$ cat config.mk
export PLATFORM = sky130hd
export DESIGN_NAME = serial_channel_register_bank
export DESIGN_NICKNAME = d
export VERILOG_FILES = /design/src/shared/serial_regs_pkg.sv /design/src/core/serial_channel_register_bank.sv
export SDC_FILE = /design/constraint.sdc
export NUM_CORES = 1
export LEC_CHECK = 0
export ABC_AREA = 1
export BUFFER_PORTS_ARGS = -buffer_cell sky130_fd_sc_hd__buf_2
export CAP_MARGIN = 15
export CORE_ASPECT_RATIO = 1.75
export CORE_MARGIN = 8
export CORE_UTILIZATION = 56
export CTS_CLUSTER_DIAMETER = 40
export DETAILED_ROUTE_END_ITERATION = 8
export HOLD_SLACK_MARGIN = 0.08
export PLACE_DENSITY_LB_ADDON = 0.05
export SETUP_SLACK_MARGIN = 0.1
export SLEW_MARGIN = 20
export SYNTH_ARGS = -nofsm -noshare
export SYNTH_HDL_FRONTEND = slang
export SYNTH_SLANG_ARGS = --single-unit
$ cat constraint.sdc
create_clock -name clk -period 30.4 [get_ports clk]
set_input_delay 3.04 -clock clk [delete_from_list [all_inputs] [get_ports clk]]
set_output_delay 3.04 -clock clk [all_outputs]
set_load 0.05 [all_outputs]
$ cat src/shared/serial_regs_pkg.sv
// constants, carriers and state layout of the dual-channel serial register bank
// assumes one 10 MHz clock and host pins that are asynchronous to it
package serial_regs_pkg;

   localparam int          NUM_CH         = 2;
   localparam int          REG_CNT        = 8;
   localparam logic        CH_B           = 1'h0;
   localparam logic        CH_A           = 1'h1;

   // write register indexes, selected by the pointer
   localparam logic [2:0]  REG_PTR_CMD    = 3'h0;
   localparam logic [2:0]  REG_INT_WAIT   = 3'h1;
   localparam logic [2:0]  REG_VECTOR     = 3'h2;
   localparam logic [2:0]  REG_RX_CTRL    = 3'h3;
   localparam logic [2:0]  REG_FORMAT     = 3'h4;
   localparam logic [2:0]  REG_TX_CTRL    = 3'h5;
   localparam logic [2:0]  REG_SYNC_LO    = 3'h6;
   localparam logic [2:0]  REG_SYNC_HI    = 3'h7;

   // read register indexes
   localparam logic [2:0]  PTR_STATUS     = 3'h0;
   localparam logic [2:0]  PTR_SPECIAL    = 3'h1;
   localparam logic [2:0]  PTR_VECTOR     = 3'h2;

   // pointer_and_command fields
   localparam int          PTR_LSB        = 0;
   localparam int          PTR_MSB        = 2;
   localparam int          CMD_LSB        = 3;
   localparam int          CMD_MSB        = 5;
   localparam logic [2:0]  CMD_CHAN_RESET = 3'h3;
   localparam logic [2:0]  CMD_RET_INT    = 3'h7;

   // interrupt_and_wait_control fields
   localparam int          WAIT_EN_BIT    = 7;
   localparam int          WAIT_FN_BIT    = 6;
   localparam int          WAIT_RX_BIT    = 5;
   localparam int          RXINT_MSB      = 4;
   localparam int          RXINT_LSB      = 3;
   localparam int          SAV_BIT        = 2;
   localparam int          TXINT_BIT      = 1;
   localparam int          EXTINT_BIT     = 0;

   // condition codes substituted into vector bits 3..1
   localparam int          VEC_CODE_LSB   = 1;
   localparam int          VEC_CODE_MSB   = 3;
   localparam logic [1:0]  CAUSE_TX       = 2'h0;
   localparam logic [1:0]  CAUSE_EXT      = 2'h1;
   localparam logic [1:0]  CAUSE_RX       = 2'h2;
   localparam logic [1:0]  CAUSE_SPECIAL  = 2'h3;
   localparam logic [2:0]  CAUSE_NONE     = 3'h3;

   localparam logic [7:0]  REG_RESET      = 8'h00;

   typedef struct packed {
      logic       ceN;
      logic       chanA;
      logic       dataSel;
      logic       rdN;
      logic       wrN;
      logic       ackN;
      logic       chainIn;
      logic [7:0] data;
   } host_bus_t;

   typedef struct packed {
      logic       breakAbort;
      logic       txUnderrun;
      logic       cts;
      logic       syncHunt;
      logic       carrierDetect;
      logic       txEmpty;
      logic       rxAvail;
      logic       endOfFrame;
      logic       crcError;
      logic       rxOverrun;
      logic       parityError;
      logic [2:0] residue;
      logic       allSent;
      logic [7:0] rxData;
   } line_status_t;

   typedef logic [NUM_CH-1:0][REG_CNT-1:0][7:0] reg_bank_t;

   typedef struct packed {
      host_bus_t                        hs1;
      host_bus_t                        hs2;
      host_bus_t                        hs3;
      host_bus_t                        host;
      line_status_t [NUM_CH-1:0]        ls1;
      line_status_t [NUM_CH-1:0]        ls2;
      line_status_t [NUM_CH-1:0]        ls3;
      line_status_t [NUM_CH-1:0]        line;
      reg_bank_t                        wreg;
      logic [NUM_CH-1:0][2:0]           ptr;
      logic [NUM_CH-1:0]                inService;
      logic                             rdSeen;
      logic                             wrSeen;
      logic                             ackSeen;
      logic [7:0]                       dataOut;
      logic                             dataOe;
      logic                             intOe;
      logic                             chainOut;
      logic [NUM_CH-1:0]                waitOe;
      logic [NUM_CH-1:0][7:0]           txData;
      logic [NUM_CH-1:0]                txStrobe;
   } state_t;

   localparam host_bus_t HOST_IDLE = '{ceN: 1'h1, chanA: 1'h0, dataSel: 1'h0, rdN: 1'h1,
                                       wrN: 1'h1, ackN: 1'h1, chainIn: 1'h0, data: 8'h00};

   localparam state_t STATE_RESET = '{hs1: HOST_IDLE, hs2: HOST_IDLE, hs3: HOST_IDLE,
                                      host: HOST_IDLE, default: '0};

endpackage

$ cat src/core/serial_channel_register_bank.sv
// register bank of a dual-channel serial controller behind a byte-wide host port
// assumes host strobes and line status arrive asynchronously; serialiser lives elsewhere
//
// What this block does
// - channel B offers three readable status registers, numbered zero to two; channel A only zero and one
// - status zero: break, underrun, cts, sync, carrier, tx empty, pending, rx available
// - status one: end of frame, crc, overrun, parity, residue code, all sent
// - channel B owns eight write registers and channel A seven, programmed independently
// - register zero: pointer in bits 2..0, command 5..3, crc reset 7..6
// - register one: wait/ready controls, receive interrupt mode, vector status, enables
// - one vector register serves both channels and exists only in channel B
// - with status-affects-vector set, acknowledged vector bits 3..1 carry the cause
// - cause substitution never changes the stored vector
// - register three holds receiver character size, hunt, crc, search and enable
// - register four holds clock rate, sync mode, stop bits and parity
// - register five holds transmitter controls; bit 2 picks the crc polynomial
// - register six holds sync pattern bits 7..0
// - register seven holds sync pattern bits 15..8
// - a host read returns a data byte or a status byte by address
// - a host write stores a data byte or a control byte by address
// - acknowledge and return-from-interrupt follow the daisy-chained peripheral sequence
// - priority chain out is formed from priority chain in and own activity
// - wait/ready acts as ready for dma, as wait for the processor
`timescale 1ns/1ns
module serial_channel_register_bank
   import serial_regs_pkg::*;
(
   input  wire logic                          clk,
   input  wire logic                          resetn,
   input  wire host_bus_t                     hostIn,
   input  wire line_status_t [NUM_CH-1:0]     lineIn,
   output logic [7:0]                         dataOut,
   output logic                               dataOe,
   output logic                               intOe,
   output logic                               priority_chain_out,
   output logic [NUM_CH-1:0]                  waitOe,
   output reg_bank_t                          cfgOut,
   output logic [NUM_CH-1:0][7:0]             txData,
   output logic [NUM_CH-1:0]                  txStrobe
);

   logic                   rstMeta;
   logic                   rstSync;
   state_t                 st_q;
   state_t                 st_d;
   logic                   curCh;
   logic                   rdAct;
   logic                   wrAct;
   logic                   ackAct;
   logic                   rdStart;
   logic                   wrStart;
   logic                   ackStart;
   logic [NUM_CH-1:0]      pendTx;
   logic [NUM_CH-1:0]      pendRx;
   logic [NUM_CH-1:0]      pendSpec;
   logic [NUM_CH-1:0]      pend;
   logic                   anyPend;
   logic                   winnerA;
   logic [2:0]             causeCode;
   logic [7:0]             storedVector;
   logic [7:0]             modVector;
   logic [7:0]             statusMain;
   logic [7:0]             statusSpecial;
   logic [7:0]             readback;

   // reset enters asynchronously, released through two flops
   always_ff @(posedge clk or negedge resetn) begin
      if (!resetn) begin
         rstMeta <= 1'h0;
         rstSync <= 1'h0;
      end else begin
         rstMeta <= 1'h1;
         rstSync <= rstMeta;
      end
   end

   assign curCh    = st_q.host.chanA;
   assign rdAct    = !st_q.host.ceN && !st_q.host.rdN && st_q.host.ackN;
   assign wrAct    = !st_q.host.ceN && !st_q.host.wrN;
   assign ackAct   = !st_q.host.ackN && !st_q.host.rdN;
   assign rdStart  = rdAct && !st_q.rdSeen;
   assign wrStart  = wrAct && !st_q.wrSeen;
   assign ackStart = ackAct && !st_q.ackSeen;

   // per-channel interrupt sources
   for (genvar c = 0; c < NUM_CH; c++) begin : g_pend
      logic rxIntOn;
      assign rxIntOn     = |st_q.wreg[c][REG_INT_WAIT][RXINT_MSB:RXINT_LSB];
      assign pendTx[c]   = st_q.wreg[c][REG_INT_WAIT][TXINT_BIT] && st_q.line[c].txEmpty;
      assign pendRx[c]   = rxIntOn && st_q.line[c].rxAvail;
      assign pendSpec[c] = rxIntOn && (st_q.line[c].endOfFrame || st_q.line[c].crcError
                                       || st_q.line[c].rxOverrun || st_q.line[c].parityError);
      assign pend[c]     = pendTx[c] || pendRx[c] || pendSpec[c];
   end

   assign anyPend      = |pend;
   assign winnerA      = pend[CH_A];
   assign storedVector = st_q.wreg[CH_B][REG_VECTOR];

   // channel A outranks B; within a channel special beats receive beats transmit
   always_comb begin
      logic [1:0] cause;
      cause = CAUSE_TX;
      if (pendSpec[winnerA]) begin
         cause = CAUSE_SPECIAL;
      end else if (pendRx[winnerA]) begin
         cause = CAUSE_RX;
      end
      causeCode = anyPend ? {winnerA, cause} : CAUSE_NONE;
   end

   // stored vector is only read here, never rewritten
   always_comb begin
      modVector = storedVector;
      if (st_q.wreg[CH_B][REG_INT_WAIT][SAV_BIT]) begin
         modVector[VEC_CODE_MSB:VEC_CODE_LSB] = causeCode;
      end
   end

   assign statusMain = {st_q.line[curCh].breakAbort, st_q.line[curCh].txUnderrun,
                        st_q.line[curCh].cts, st_q.line[curCh].syncHunt,
                        st_q.line[curCh].carrierDetect, st_q.line[curCh].txEmpty,
                        (curCh == CH_A) && anyPend, st_q.line[curCh].rxAvail};
   assign statusSpecial = {st_q.line[curCh].endOfFrame, st_q.line[curCh].crcError,
                           st_q.line[curCh].rxOverrun, st_q.line[curCh].parityError,
                           st_q.line[curCh].residue, st_q.line[curCh].allSent};

   always_comb begin
      case (st_q.ptr[curCh])
         PTR_STATUS:  readback = statusMain;
         PTR_SPECIAL: readback = statusSpecial;
         PTR_VECTOR:  readback = (curCh == CH_B) ? modVector : REG_RESET;
         default:     readback = REG_RESET;
      endcase
   end

   always_comb begin
      st_d          = st_q;
      // three-stage pin capture; a bit moves once stages two and three agree
      st_d.hs1      = hostIn;
      st_d.hs2      = st_q.hs1;
      st_d.hs3      = st_q.hs2;
      st_d.host     = host_bus_t'((st_q.hs2 & st_q.hs3) | (st_q.host & (st_q.hs2 | st_q.hs3)));
      st_d.ls1      = lineIn;
      st_d.ls2      = st_q.ls1;
      st_d.ls3      = st_q.ls2;
      st_d.line     = (st_q.ls2 & st_q.ls3) | (st_q.line & (st_q.ls2 | st_q.ls3));
      st_d.rdSeen   = rdAct;
      st_d.wrSeen   = wrAct;
      st_d.ackSeen  = ackAct;
      st_d.txStrobe = '0;
      if (!rdAct && !ackAct) begin
         st_d.dataOe = 1'h0;
      end
      if (wrStart) begin
         if (st_q.host.dataSel) begin
            st_d.txData[curCh]   = st_q.host.data;
            st_d.txStrobe[curCh] = 1'h1;
         end else if (st_q.ptr[curCh] == REG_PTR_CMD) begin
            st_d.wreg[curCh][REG_PTR_CMD] = st_q.host.data;
            st_d.ptr[curCh] = st_q.host.data[PTR_MSB:PTR_LSB];
            if (st_q.host.data[CMD_MSB:CMD_LSB] == CMD_CHAN_RESET) begin
               // vector is shared, so a channel reset keeps it
               for (int r = 1; r < REG_CNT; r++) begin
                  if (r != int'(REG_VECTOR)) begin
                     st_d.wreg[curCh][r] = REG_RESET;
                  end
               end
               st_d.ptr[curCh]       = REG_PTR_CMD;
               st_d.inService[curCh] = 1'h0;
            end
            if (st_q.host.data[CMD_MSB:CMD_LSB] == CMD_RET_INT) begin
               st_d.inService = '0;
            end
         end else begin
            // channel A has no vector register; such a write is dropped
            if (!(curCh == CH_A && st_q.ptr[curCh] == REG_VECTOR)) begin
               st_d.wreg[curCh][st_q.ptr[curCh]] = st_q.host.data;
            end
            st_d.ptr[curCh] = REG_PTR_CMD;
         end
      end
      if (rdStart) begin
         st_d.dataOe  = 1'h1;
         st_d.dataOut = st_q.host.dataSel ? st_q.line[curCh].rxData : readback;
         if (!st_q.host.dataSel) begin
            st_d.ptr[curCh] = REG_PTR_CMD;
         end
      end
      if (ackStart && st_q.host.chainIn && anyPend && !(|st_q.inService)) begin
         st_d.dataOut            = modVector;
         st_d.dataOe             = 1'h1;
         st_d.inService[winnerA] = 1'h1;
      end
      st_d.intOe    = st_q.host.chainIn && anyPend && !(|st_q.inService);
      st_d.chainOut = st_q.host.chainIn && !anyPend && !(|st_q.inService);
      for (int c = 0; c < NUM_CH; c++) begin
         logic onRx;
         logic charReady;
         logic waitHere;
         onRx      = st_q.wreg[c][REG_INT_WAIT][WAIT_RX_BIT];
         charReady = onRx ? st_q.line[c].rxAvail : st_q.line[c].txEmpty;
         waitHere  = (curCh == c[0]) && st_q.host.dataSel && (rdAct || wrAct) && !charReady;
         // ready mode pulls low for the dma, wait mode stretches a processor access
         st_d.waitOe[c] = st_q.wreg[c][REG_INT_WAIT][WAIT_EN_BIT]
                          && (st_q.wreg[c][REG_INT_WAIT][WAIT_FN_BIT] ? charReady
                                                                       : waitHere);
      end
   end

   always_ff @(posedge clk or negedge rstSync) begin
      if (!rstSync) begin
         st_q <= STATE_RESET;
      end else begin
         st_q <= st_d;
      end
   end

   // serialiser outside this bank consumes the fields
   assign cfgOut             = st_q.wreg;
   assign dataOut            = st_q.dataOut;
   assign dataOe             = st_q.dataOe;
   assign intOe              = st_q.intOe;
   assign priority_chain_out = st_q.chainOut;
   assign waitOe             = st_q.waitOe;
   assign txData             = st_q.txData;
   assign txStrobe           = st_q.txStrobe;
endmodule // serial_channel_register_bank

==> reports/qor.yml, run 1 <==
cp.required_ps: 27360
synth_nets: 1415
synth_cells: 1352
cts.repair.resized: 0
num_rows: 81
cts_made_buffers: 39
finalCriticalPeriod_ps: 4370
ys_ff_latch: 416
cts_setup_buffers: 0
pin_count: 222
clock_path_buffers: 3
reg2reg_depth: 11
fp.dieH_um: 237
ys_types: 40
cp_cell_sequence: "buf_2"
worstMarginPinSlew_ps: 988
cellLeakagePower_nw: 8.26
fill_cells: 2274
final_common_cell: "dfrtp_1"
viasPerCell: 5.14
chipWidth_um: 142
htreeDepth: 2
wl_met1_um: 13200
cts_tree: "built"
firstDrtPassIters: 5
drv_slew: 0
cp_slowest_cell: "dfrtp_1"
fmax_mhz: 229
crit_path_max_incr_delay_ps: 460
cts_root_buffer: "clkbuf_16"
hold_class: "reg2reg"
finalCritPeriodShare_pct: 14.4
nNetsFinal: 1492
status: "finished clean"
grt_pass1_vias: 9689
maxCapViolations: 0
final_hold_viol_count: 0
wl_per_cell_um: 19.1
fin_area_mm2: 0.0172
cp.arrival_ps: 1330
gp_congestion: 0.838
grt-ovfl-total: 0
synth_edf_count: 0
start_util_pct: 56.4
seq_area_frac_synth_pct: 66.9
top_layer_used: "met4"
hold_path_depth: 0
wl_met2_um: 18600
clkSinkCount: 416
num_antenna_cells: 0
mostFrequentLayoutCells: "dfrtp_1, nand2_1, buf_2, o21ai_0, maj3_1"
dpl-instance-area_mm2: 0.0159
path_clk_slew_ps: 70
syn-cell-area_mm2: 0.0156
path_depth: 1
relSlewSlack_pct: 34.2
grtUsageTotal_pct: 21.2
areaGrowthSynthToFinish_pct: 10.5
cp-end-kind: "output pin"
antenna_found_initial: 0
core_mm2: 0.0277
peakVddDrop_mv: 0.0658
routed_wl_um: 35000
tns_ps: 0
async_flop_share_pct: 100
layout-drive-gt1-share_pct: 25.0
postRouteAntennaNets: 0
clkLatencyLatePin_ps: 540
die_area_mm2: 0.0337
critPathTopFamily: "flip-flops"
route.met3.wl_um: 1970
drc_errors: 0
grt_setup_unrepaired: "false"
crit_fanout: 7
start_kind: "flop"
routed-via-count: 9412
cp_num_buf_inv: 1
cts_hold_buf: 0
setup_viol: 0
numPortBuffers: 221
drt_iter0_markers: 541
dp_hpwl_um: 24900
grt_pass1_wl_um: 54800
grt_max_degree: 80
power-per-cell-area_mw_per_mm2: 89.0
finClkSkew_ps: 18.7
ys_warn_count: 0
yosys_most_used_dff: "dfrtp_1"
path_class: "reg2out"
synth_area_per_cell_um2: 11.5
==> synth_stat cells (all sizes together) (2+ instances only) <==
cell type | n | area, um2
dfstp | 16 | 420
or2 | 2 | 12.5
buf | 166 | 1230
a22oi | 8 | 60.1
nand2 | 275 | 1070
nor2 | 53 | 263
inv | 57 | 221
clkinv | 2 | 8.75
o31ai | 9 | 67.6
a21oi | 7 | 35.0
dfrtp | 400 | 10000
o22ai | 10 | 62.6
clkbuf | 26 | 97.6
o21ai | 198 | 998
nand3 | 39 | 255
a32oi | 6 | 52.6
nor3 | 7 | 51.3
nand4 | 4 | 25.0
maj3 | 61 | 611
==> final timing paths <==
path	slack, ps	end	startpoint
max	26030	cfgOut[10]	cfgOut[10]$_DFFE_PN0P_
min in group asynchronous	500	cfgOut[87]$_DFFE_PN0P_	rstSync$_DFF_PN0_
max in group asynchronous	26790	cfgOut[3]$_DFFE_PN0P_	rstSync$_DFF_PN0_
min reg2reg	340	st_d[228]$_DFF_PN0_	st_d[274]$_DFF_PN0_
min	340	st_d[228]$_DFF_PN0_	st_d[274]$_DFF_PN0_
max reg2reg	26750	cfgOut[34]$_DFFE_PN0P_	curCh$_DFF_PN0_
==> metal layers <==
metal / GRT usage [%] / vias to the layer above
met5: 0 / -
met2: 37.7 / 272
met3: 4.54 / 68
met4: 8.51 / 0
li1: - / 4445
met1: 24.2 / 4627
==> cell families (layout without fill, tap and decap cells) <==
logic type,Yosys count,after routing,share of synthesized area [%]
fa+ha+maj,61,61,3.91
simple gates,381,381,10.8
compound gates,242,242,8.38
flops,416,416,66.9
other cells,1,1,0.0240
buf+inv,251,357,10.0
==> state kept, by name (all words and copies together), names as in the netlist, 2 cells and up <==
register and count:
txData 16, st_d 122, st_q 132, txStrobe 2, waitOe 2, storedVector 8
dataOut 8, cfgOut 120
==> final cells by class <==
class / count / area (um2) / area share, %
inverter: 59 / 230 / 1.34
sequential: 416 / 10400 / 60.5
timing repair buffer: 228 / 1160 / 6.72
clock buffer: 41 / 993 / 5.76
multi-input combinational: 685 / 3610 / 20.9
tap: 373 / 467 / 2.71
clock inverter: 29 / 340 / 1.97
==> where the power goes <==
| group | switching (mW) | internal (mW) | leakage [nW] |
|---|---|---|---|
| logic | 0.287 | 0.0779 | 2.45 |
| clock network | 0.212 | 0.293 | 0.663 |
| registers | 0.0465 | 0.617 | 5.15 |
==> per-stage QoR <==
step                      hold WS, ps  instances  worst slack [ps]  util, %  power (mW)
after global routing              351       1831             25980     62.3        1.60
after floorplan                   331       1352             17980        -       0.984
after CTS                         346       1831             26020     62.3        1.55
after global placement            332       1761             26610     57.5        1.04
after detailed placement          335       1761             26570     57.5        1.04
final                             344       1831             26030     62.3        1.53
Note: power is estimated with default switching activity, not from simulation.
==> run 2: changes to the inputs <==
==> constraint.sdc (replaced) <==
create_clock -name clk -period 4.3 [get_ports clk]
set_input_delay 0.43 -clock clk [delete_from_list [all_inputs] [get_ports clk]]
set_output_delay 0.43 -clock clk [all_outputs]
set_load 0.05 [all_outputs]
==> run 2 against run 1 <==
Net effect:
- die area stayed put
- cell area is 4.3% higher
- critical path depth is 9 higher
- flip-flop and latch count stayed put
- utilization is 2.7 points higher
- clock power grew to 7.2 times the previous value
- sequential power grew to 7.1 times the previous value
- combinational power grew to 7.1 times the previous value
- total power grew to 7.1 times the previous value
- worst setup slack worse by 25000 ps
- final cell count is 3.5% higher
- register-to-register slack worse by 26000 ps
==> reports/qor.yml, run 2 (synthesis results as in run 1) <==
start_kind: "flop"
intPower_mw: 7.18  # +630%
num_rows: 81  # unchanged
rr_startpoint: "curCh$_DFF_PN0_"
netSwitchingFraction_pct: 34.5  # -1.1 points
clock_path_buffers: 3  # unchanged
setup_viol: 0  # unchanged
cts_tree: "built"
fill_cells: 2227  # -2.1%
wl_met1_um: 12800  # -3.3%
num_antenna_cells: 0  # unchanged
cp.arrival_ps: 3810  # +2480 ps
chipWidth_um: 142  # unchanged
grtUsageTotal_pct: 21.5  # +0.31 points
p_seq_share_pct: 43.1  # -0.2 points
antenna_found_initial: 0  # unchanged
finalCritPeriodShare_pct: 78.5
final_hold_viol_count: 0  # unchanged
peakVddDrop_mv: 0.487  # +640%
finalPower_mw: 11.0  # +610%
grt-ovfl-total: 0  # unchanged
clkSinkCount: 416  # unchanged
cts.repair.resized: 0  # unchanged
htreeDepth: 2  # unchanged
gp_congestion: 0.917  # +9.4%
endpoint: "cfgOut[32]$_DFFE_PN0P_"
largest_register_ffs: 132  # unchanged
nNetsFinal: 1558  # +4.4%
cts_hold_buf: 62  # +62
power-per-cell-area_mw_per_mm2: 610  # +580%
cp-end-kind: "flop"
firstDrtPassIters: 5  # unchanged
hold_class: "in2async"
cellLeakagePower_nw: 8.58  # +3.8%
final_common_cell: "dfrtp_1"
finalCriticalPeriod_ps: 3370
power_frac_clock_pct: 33.2  # +0.3 points
drt_iter0_markers: 692  # +28%
fmax_mhz: 296
mostFrequentLayoutCells: "dfrtp_1, nand2_1, buf_2, o21ai_0, dlygate4sd3_1"
cts_root_buffer: "clkbuf_16"
final-instance-count-excl-fill: 1896  # +3.5%
start_util_pct: 56.4  # unchanged
viasPerCell: 5.10  # -0.72%
dpl-instance-area_mm2: 0.0160  # +0.47%
tns_ps: 0  # unchanged
grt_max_degree: 94  # +18%
power_switching_mw: 3.78  # +590%
postRouteAntennaNets: 0  # unchanged
fin_area_mm2: 0.0180  # +4.3%
path_clk_slew_ps: 60  # about the same
crit_fanout: 33  # +26
layout-drive-gt1-share_pct: 23.8  # -1.1 points
pin_count: 222  # unchanged
wl_met2_um: 18300  # -1.7%
worstMarginPinSlew_ps: 854  # -134 ps
drv_slew: 0  # unchanged
cp.required_ps: 4740  # -22620 ps
grt_setup_unrepaired: "false"
cts_setup_buffers: 0  # unchanged
worst_slack_ps: 925  # -25110 ps
critPathLaunch: "curCh$_DFF_PN0_"
finClkSkew_ps: 16.0  # -2.72 ps
status: "finished clean"
fp.dieH_um: 237  # unchanged
path_class: "reg2reg"
wl_per_cell_um: 18.5  # -3.3%
comb_power_share_pct: 23.7  # about the same
dp.cells: 1766  # +0.28%
cts_made_buffers: 38  # -2.6%
largest-register: "st_q"
relSlewSlack_pct: 43.1  # +8.9 points
numPortBuffers: 221  # unchanged
routed_wl_um: 35100  # +0.16%
dp_hpwl_um: 25000  # +0.46%
areaGrowthSynthToFinish_pct: 15.2
reg2reg_depth: 10  # -1
core_mm2: 0.0277  # unchanged
clkLatencyLatePin_ps: 540  # about the same
die_area_mm2: 0.0337  # unchanged
r2r_end: "cfgOut[32]$_DFFE_PN0P_"
ff2ff_setup_slack_ps: 930  # -25820 ps
grt_pass1_wl_um: 55800  # +1.7%
route.met3.wl_um: 2180  # +11%
fin_util_pct: 64.9  # +2.7 points
grt_pass1_vias: 10200  # +4.9%
holdWs_ps: 221  # -123 ps
top_layer_used: "met4"
maxCapViolations: 0  # unchanged
pre_cts_slack_ps: 1020  # -25550 ps
drc_errors: 0  # unchanged
routed-via-count: 9676  # +2.8%
## run 2: layer usage
metal	GRT usage, %	up-vias
met2	37.6	282
met3	5.06	97
met4	11.4	0
met5	0	-
met1	23.7	4718
li1	-	4579
## run 2: worst min-delay path by stage
stage,startpoint,end,slack [ps]
3_5_place_dp,resetn,rstMeta$_DFF_PN0_,220
6_report,resetn,rstSync$_DFF_PN0_,220
2_1_floorplan,resetn,rstMeta$_DFF_PN0_,130
5_1_grt,resetn,rstSync$_DFF_PN0_,230
4_1_cts,resetn,rstSync$_DFF_PN0_,200
3_3_place_gp,resetn,rstMeta$_DFF_PN0_,220
## run 2: critical path, cell delays in order, from the launching register on
cell      delay, ps
dfrtp_1         840
inv_4           220
nand2_1         130
nand2_2         120
nor2_4          310
nand2_4         250
clkinv_2        290
nand2_2         160
nor2_4          610
nor3_4          160
o22ai_1         160
## run 2: final cells by class
cell class              instances  area [um2]  share of cell area [%]
flip-flops and latches        416       10400                    58.1
inverters                      59         230                    1.28
repair buffers                295        1850                    10.3
clock buffers                  51        1090                    6.07
well taps                     373         467                    2.60
multi-input cells             685        3610                    20.1
clock inverters                17         282                    1.57
## run 2: power groups by stage
stage	Combinational, mW	Clock, mW	Sequential, mW
after floorplan	2.24	0	4.71
after global routing	2.79	3.87	4.76
after global placement	2.54	0	4.78
final	2.60	3.64	4.72
after CTS	2.62	3.73	4.72
after detailed placement	2.57	0	4.78
